`config.mk`:
```
export PLATFORM = sky130hd
export DESIGN_NAME = pcp_pad_ctrl
export DESIGN_NICKNAME = d
export VERILOG_FILES = /design/src/rtl/pcp_pkg.sv /design/src/rtl/pcp_pad_ctrl.sv
export SDC_FILE = /design/constraint.sdc
export NUM_CORES = 1
export LEC_CHECK = 0
export ABC_AREA = 1
export BUFFER_PORTS_ARGS = -buffer_cell sky130_fd_sc_hd__buf_4
export CAP_MARGIN = 40
export CORE_ASPECT_RATIO = 0.6
export CORE_MARGIN = 4
export CORE_UTILIZATION = 50
export CTS_CLUSTER_SIZE = 40
export DETAILED_ROUTE_END_ITERATION = 6
export GPL_ROUTABILITY_DRIVEN = 0
export GPL_TIMING_DRIVEN = 0
export PLACE_DENSITY = 0.84
export SETUP_SLACK_MARGIN = 0.05
export SLEW_MARGIN = 10
export SYNTH_ARGS = -nofsm -noshare
export SYNTH_HDL_FRONTEND = slang
export SYNTH_SLANG_ARGS = --single-unit
```
`constraint.sdc`:
```
create_clock -name mclk -period 3 [get_ports mclk]
set_clock_uncertainty 0.15 [all_clocks]
set_input_delay 0.45 -clock mclk [delete_from_list [all_inputs] [get_ports mclk]]
set_output_delay 0.45 -clock mclk [all_outputs]
set_load 0.005 [all_outputs]
```
`src/rtl/pcp_pkg.sv`:
```
// pcp_pkg: constants and types for pad configuration and pull control
package pcp_pkg;

    // ----------------------------------------------------------------
    // register map
    // ----------------------------------------------------------------
    localparam logic [5:0] PCP_PAD_CTRL_ADDR  = 6'h03;
    localparam logic [7:0] PCP_PAD_CTRL_RESET = 8'h19;
    localparam logic [7:0] PCP_RDATA_RESET    = 8'h00;

    // field positions of the pad and clock output control register
    localparam int PCP_GEN_DRIVE_MSB   = 7;
    localparam int PCP_GEN_DRIVE_LSB   = 6;
    localparam int PCP_MCLK_DRIVE_MSB  = 5;
    localparam int PCP_MCLK_DRIVE_LSB  = 4;
    localparam int PCP_SHADOW_SEL_BIT  = 3;
    localparam int PCP_RATE_SEL_MSB    = 2;
    localparam int PCP_RATE_SEL_LSB    = 0;

    // drive strength in mA for codes 0..3
    localparam logic [3:0] PCP_DRIVE_MA_STEP = 4'h2;

    // ----------------------------------------------------------------
    // transceiver state, one-hot
    // ----------------------------------------------------------------
    typedef enum logic [4:0] {
        PCP_ST_POWER_ON       = 5'h01,
        PCP_ST_SLEEP          = 5'h02,
        PCP_ST_RESET          = 5'h04,
        PCP_ST_CLOCK_ONLY_OFF = 5'h08,
        PCP_ST_ACTIVE         = 5'h10
    } pcp_trx_state_t;

    // ----------------------------------------------------------------
    // carriers
    // ----------------------------------------------------------------
    typedef struct packed {
        logic chip_reset_pullup;
        logic spi_select_pullup;
        logic spi_clock_pulldown;
        logic spi_data_in_pulldown;
        logic sleep_transmit_control_pulldown;
    } pcp_input_pull_t;

    localparam pcp_input_pull_t PCP_PULL_NONE     = 5'h00;
    localparam pcp_input_pull_t PCP_PULL_POWER_ON = 5'h1F;

    typedef struct packed {
        logic [1:0] general_code;
        logic [3:0] general_ma;
        logic [1:0] master_clock_output_drive;
        logic [3:0] master_clock_ma;
    } pcp_drive_t;

    // general 2 mA (code 0), clock 4 mA (code 1)
    localparam pcp_drive_t PCP_DRIVE_RESET = 12'h094;

    typedef struct packed {
        logic digital_regulator_output;
        logic analog_regulator_output;
    } pcp_regulator_t;

    // reset state of the transceiver: digital side on, analog side off
    localparam pcp_regulator_t PCP_REGULATOR_RESET = 2'h2;

    // aux outputs: [0] antenna_switch_out, [1] antenna_switch_out_inv,
    // [2] front_end_indicator, [3] front_end_indicator_inv
    localparam logic [3:0] PCP_AUX_PULLDOWN_RESET = 4'hF;

endpackage

```
`src/rtl/pcp_pad_ctrl.sv`:
```
// pcp_pad_ctrl: pad drive configuration register and state-driven pull control
`timescale 1ns/1ps

module pcp_pad_ctrl
    import pcp_pkg::*;
(
    // clock, reset, enable
    input  wire logic            mclk,
    input  wire logic            rst,
    input  wire logic            ce,
    // register access from the slave serial interface
    input  wire logic [5:0]      reg_addr,
    input  wire logic [7:0]      reg_wdata,
    input  wire logic            reg_wr,
    input  wire logic            reg_rd,
    output logic      [7:0]      reg_rdata,
    // transceiver state and auxiliary function enables
    input  wire pcp_trx_state_t  trx_state,
    input  wire logic [3:0]      aux_function_en,
    // pad controls
    output pcp_drive_t           drive,
    output logic                 clock_out_shadow_select,
    output logic      [2:0]      clock_out_rate_select,
    output pcp_input_pull_t      input_pull,
    output logic      [3:0]      aux_pulldown_en,
    output pcp_regulator_t       regulator_en
);

    // ----------------------------------------------------------------
    // helpers
    // ----------------------------------------------------------------
    // write and read paths decode the same single address
    function automatic logic pad_ctrl_hit(input logic [5:0] addr);
        pad_ctrl_hit = (addr == PCP_PAD_CTRL_ADDR);
    endfunction

    // code to current in mA, shared by the general and the clock pads
    function automatic logic [3:0] drive_ma(input logic [1:0] code);
        drive_ma = 4'(PCP_DRIVE_MA_STEP * ({2'h0, code} + 4'h1));
    endfunction

    // ----------------------------------------------------------------
    // configuration register
    // ----------------------------------------------------------------
    logic [7:0]      cfg_reg;
    logic [7:0]      cfg_next;

    always_comb begin
        cfg_next = cfg_reg;
        // writes to any other address fall away without side effects
        if (reg_wr && pad_ctrl_hit(reg_addr)) begin
            cfg_next = reg_wdata;
        end
    end

    always_ff @(posedge mclk or posedge rst) begin
        if (rst) begin
            cfg_reg <= PCP_PAD_CTRL_RESET;
        end else if (ce) begin
            cfg_reg <= cfg_next;
        end
    end

    // ----------------------------------------------------------------
    // drive strength outputs
    // ----------------------------------------------------------------
    // decoded from the next register value, so a write reaches the pads
    // on its own edge rather than one cycle later
    pcp_drive_t      drive_next;

    always_comb begin
        drive_next.general_code              =
            cfg_next[PCP_GEN_DRIVE_MSB:PCP_GEN_DRIVE_LSB];
        drive_next.general_ma                = drive_ma(drive_next.general_code);
        drive_next.master_clock_output_drive =
            cfg_next[PCP_MCLK_DRIVE_MSB:PCP_MCLK_DRIVE_LSB];
        drive_next.master_clock_ma           =
            drive_ma(drive_next.master_clock_output_drive);
    end

    always_ff @(posedge mclk or posedge rst) begin
        if (rst) begin
            drive <= PCP_DRIVE_RESET;
        end else if (ce) begin
            drive <= drive_next;
        end
    end

    // ----------------------------------------------------------------
    // clock output fields
    // ----------------------------------------------------------------
    // only carried to the clock generator here; their meaning lives there
    logic            shadow_next;
    logic [2:0]      rate_next;

    always_comb begin
        shadow_next = cfg_next[PCP_SHADOW_SEL_BIT];
        rate_next   = cfg_next[PCP_RATE_SEL_MSB:PCP_RATE_SEL_LSB];
    end

    always_ff @(posedge mclk or posedge rst) begin
        if (rst) begin
            clock_out_shadow_select <= PCP_PAD_CTRL_RESET[PCP_SHADOW_SEL_BIT];
            clock_out_rate_select   <=
                PCP_PAD_CTRL_RESET[PCP_RATE_SEL_MSB:PCP_RATE_SEL_LSB];
        end else if (ce) begin
            clock_out_shadow_select <= shadow_next;
            clock_out_rate_select   <= rate_next;
        end
    end

    // ----------------------------------------------------------------
    // read data
    // ----------------------------------------------------------------
    logic [7:0]      rdata_next;

    always_comb begin
        // the last read value stands until the next read strobe
        rdata_next = reg_rdata;
        if (reg_rd) begin
            // unmapped addresses read as zero; a read beside a write sees the old value
            rdata_next = pad_ctrl_hit(reg_addr) ? cfg_reg : 8'h00;
        end
    end

    always_ff @(posedge mclk or posedge rst) begin
        if (rst) begin
            reg_rdata <= PCP_RDATA_RESET;
        end else if (ce) begin
            reg_rdata <= rdata_next;
        end
    end

    // ----------------------------------------------------------------
    // input pull-ups and pull-downs
    // ----------------------------------------------------------------
    pcp_input_pull_t pull_next;

    always_comb begin
        pull_next = PCP_PULL_NONE;
        case (trx_state)
            PCP_ST_POWER_ON: begin
                pull_next = PCP_PULL_POWER_ON;
            end
            PCP_ST_RESET: begin
                pull_next = PCP_PULL_NONE;
            end
            PCP_ST_SLEEP,
            PCP_ST_CLOCK_ONLY_OFF,
            PCP_ST_ACTIVE: begin
                pull_next = PCP_PULL_NONE;
            end
            default: begin
                // an illegal code must never leave a pin pulled
                pull_next = PCP_PULL_NONE;
            end
        endcase
    end

    always_ff @(posedge mclk or posedge rst) begin
        if (rst) begin
            input_pull <= PCP_PULL_NONE;
        end else if (ce) begin
            input_pull <= pull_next;
        end
    end

    // ----------------------------------------------------------------
    // regulator enables
    // ----------------------------------------------------------------
    pcp_regulator_t  reg_en_next;

    always_comb begin
        reg_en_next.digital_regulator_output = 1'b1;
        reg_en_next.analog_regulator_output  = 1'b0;
        case (trx_state)
            PCP_ST_SLEEP: begin
                reg_en_next.digital_regulator_output = 1'b0;
            end
            PCP_ST_ACTIVE: begin
                reg_en_next.analog_regulator_output = 1'b1;
            end
            PCP_ST_POWER_ON,
            PCP_ST_RESET,
            PCP_ST_CLOCK_ONLY_OFF: begin
                reg_en_next.analog_regulator_output = 1'b0;
            end
            default: begin
                // an illegal code keeps the digital side alive, the analog side down
                reg_en_next.analog_regulator_output = 1'b0;
            end
        endcase
    end

    always_ff @(posedge mclk or posedge rst) begin
        if (rst) begin
            regulator_en <= PCP_REGULATOR_RESET;
        end else if (ce) begin
            regulator_en <= reg_en_next;
        end
    end

    // ----------------------------------------------------------------
    // auxiliary output pull-downs
    // ----------------------------------------------------------------
    logic [3:0]      aux_next;

    always_comb begin
        // a disabled function leaves its output pulled low, never floating
        aux_next = ~aux_function_en;
    end

    always_ff @(posedge mclk or posedge rst) begin
        if (rst) begin
            aux_pulldown_en <= PCP_AUX_PULLDOWN_RESET;
        end else if (ce) begin
            aux_pulldown_en <= aux_next;
        end
    end

endmodule

```
==> flow_metrics.env <==
export IMPL_tritoncts="built"
export IMPL_numPortBuffers=59
export IMPL_drt_wl_total_um=3900
export IMPL_cp_arrival_ps=990
export IMPL_setup_viol_count_final=0
export IMPL_crit_path_max_fanout=6
export IMPL_fillCellCount=188
export IMPL_clock_latency_ps=280
export IMPL_fp_row_count=14
export IMPL_cp_slowest_stage_delay_ps=430
export IMPL_hpwl_um=3000
export IMPL_period_minus_slack_ps=1590
export IMPL_die_area_mm2=0.00374
export IMPL_final_common_cell="buf_4"
export IMPL_vias=1344
export IMPL_die_y_um=49.0
export IMPL_ys_seq_area_share_pct=52.8
export IMPL_fin_ws_ps=1410
export IMPL_critical_path_buf_inv_count=2
export IMPL_clk_root_buffer_cell="clkbuf_8"
export IMPL_grt_setup_unrepaired="false"
export IMPL_antenna_cells=0
export IMPL_grt_total_usage_pct=21.8
export IMPL_drive_gt1_share_pct=41.9
export IMPL_ctsHoldBuffers=0
export IMPL_timing_final_crit_share_pct=53.0
export IMPL_cap_violations=0
export IMPL_nets=256
export IMPL_io_pins=63
export IMPL_post_cts_buffers=0
export IMPL_cts_repair_resized=0
export IMPL_area_growth_pct=44.0
export IMPL_drt_iter0_markers=92
export IMPL_fin_util_pct=77.7
export IMPL_synth_flop_cell="dfrtp_1"
export IMPL_place_worst_setup_slack_ps=1380
export IMPL_finalHoldViolations=0
export IMPL_total_leakage_power_uw=0.00106
export IMPL_initial_core_util_pct=54.0
export IMPL_grt_pass1_wl_um=6340
export IMPL_mostFrequentLayoutCells="buf_4, nand2_1, dfrtp_1"
export IMPL_grt_overflow=0
export IMPL_power_density_mw_per_mm2=489
export IMPL_via_per_inst=5.15
export IMPL_ys_types=25
export IMPL_syn_cell_area_mm2=0.00140
export IMPL_ys_async_sr_fraction_pct=100
export IMPL_fmax_ghz=0.629
export IMPL_synth_edf_count=0
export IMPL_cp_end_kind="output pin"
export IMPL_path_clk_slew_ps=60
export IMPL_netlist_instances=160
export IMPL_post_drt_wl_per_cell_um=15.0
export IMPL_maxSlewViolCount=0
export IMPL_outcome="finished, final reports clean"
export IMPL_path_cells="buf_4 > buf_4"
export IMPL_required_ps=2400
export IMPL_crit_path_start_kind="flip-flop"
export IMPL_ys_seq_elements=29
export IMPL_first_pass_iters=4
export IMPL_avgSynthCellArea_um2=8.74
export IMPL_die_width_um=76.3
export IMPL_placed_area_mm2=0.00191
export IMPL_drc=0
export IMPL_cpMaxStageDelayCell="dfrtp_1"
export IMPL_ctsHtreeMaxLevel=2
export IMPL_cts_buffers_inserted=5
export IMPL_antenna_found_initial=0
export IMPL_yosys_warnings=0
export IMPL_grt_start_max_net_pins=23
export IMPL_cts_sinks=29
export IMPL_peakVddDrop_mv=0.334
export IMPL_crit_type="reg -> out"
export IMPL_fin_area_mm2=0.00201
export IMPL_hp_class="in -> async"
export IMPL_crit_top_cell="buf_4"
export IMPL_setup_tns_ps=0
export IMPL_ant_nets=0
export IMPL_design_core_area_mm2=0.00259
export IMPL_largest_register_ffs=8
export IMPL_critPathTopFamily="flip-flops"
export IMPL_clockBufferDepth=2
export IMPL_grt_pass1_vias=1354
-- final cells by class --
class	count	area (µm²)	share of cell area (%)
repair buffers	60	470	23.4
clock buffers	7	96.3	4.78
inverters	17	63.8	3.17
clock inverters	1	5.00	0.248
plain buffers	11	77.6	3.85
multi-input cells	104	523	26.0
flip-flops and latches	29	738	36.6
well taps	32	40.0	1.99
-- Yosys cell counts, types with 2 or more instances --
library cell,instances,share of area [%]
nand2_2,2,0.89
nor2_1,7,1.9
nand2_1,51,14
dfrtp_1,19,34
o21a_1,2,1.1
nand3_1,4,1.4
buf_2,2,0.72
o31ai_1,4,2.1
o21ai_0,7,2.5
nand4_1,7,3.1
o21ai_1,11,3.9
inv_1,16,4.3
dfstp_2,10,19
buf_4,7,3.8
-- routing by layer --
layer / up-vias / routed length, µm / track usage [%] / share of wire [%]
li1: 642 / - / - / -
met1: 648 / 1580 / 25.7 / 40
met2: 49 / 2000 / 37.5 / 51
met3: 5 / 308 / 7.01 / 7.9
met4: 0 / 21 / 7.83 / 0.54
met5: - / 0 / 0 / 0
-- worst paths after layout --
| kind | start | to | slack [ps] | depth (start not counted) |
|---|---|---|---|---|
| min in group mclk | aux_function_en[0] | aux_pulldown_en[0] | 160 | 2 |
| max in group asynchronous | rst | cfg_reg[0] | 2170 | 3 |
| max reg2reg | cfg_reg[4] | drive[3] | 1840 | 4 |
| min reg2reg | aux_pulldown_en[0] | aux_pulldown_en[0] | 330 | 2 |
| min | rst | reg_rdata[0] | 6 | 2 |
| max | input_pull[4] | input_pull[3] | 1410 | 2 |
-- per-stage QoR --
stage	hold slack [ps]	power (µW)	cells
finish	5.88	984	261
global route	31.3	1030	261
CTS	13.8	990	261
detailed placement	314	640	253
global placement	310	626	252
floorplan	307	533	161
-- logic make-up (layout without fill, tap and decap cells) --
| group | count (synthesis) | count (layout) | share of synthesized area [%] |
|---|---|---|---|
| compound gates | 25 | 25 | 10.0 |
| flops | 29 | 29 | 52.8 |
| other cells | 1 | 2 | 0.268 |
| simple gates | 77 | 77 | 26.8 |
| buf+inv | 28 | 96 | 10.1 |
-- report_power, final --
part | switching (µW) | internal [µW]
Clock | 144 | 207
Combinational | 86.0 | 92.9
Sequential | 22.7 | 432
Total | 252 | 732
Power figures use the tool's default switching activity.
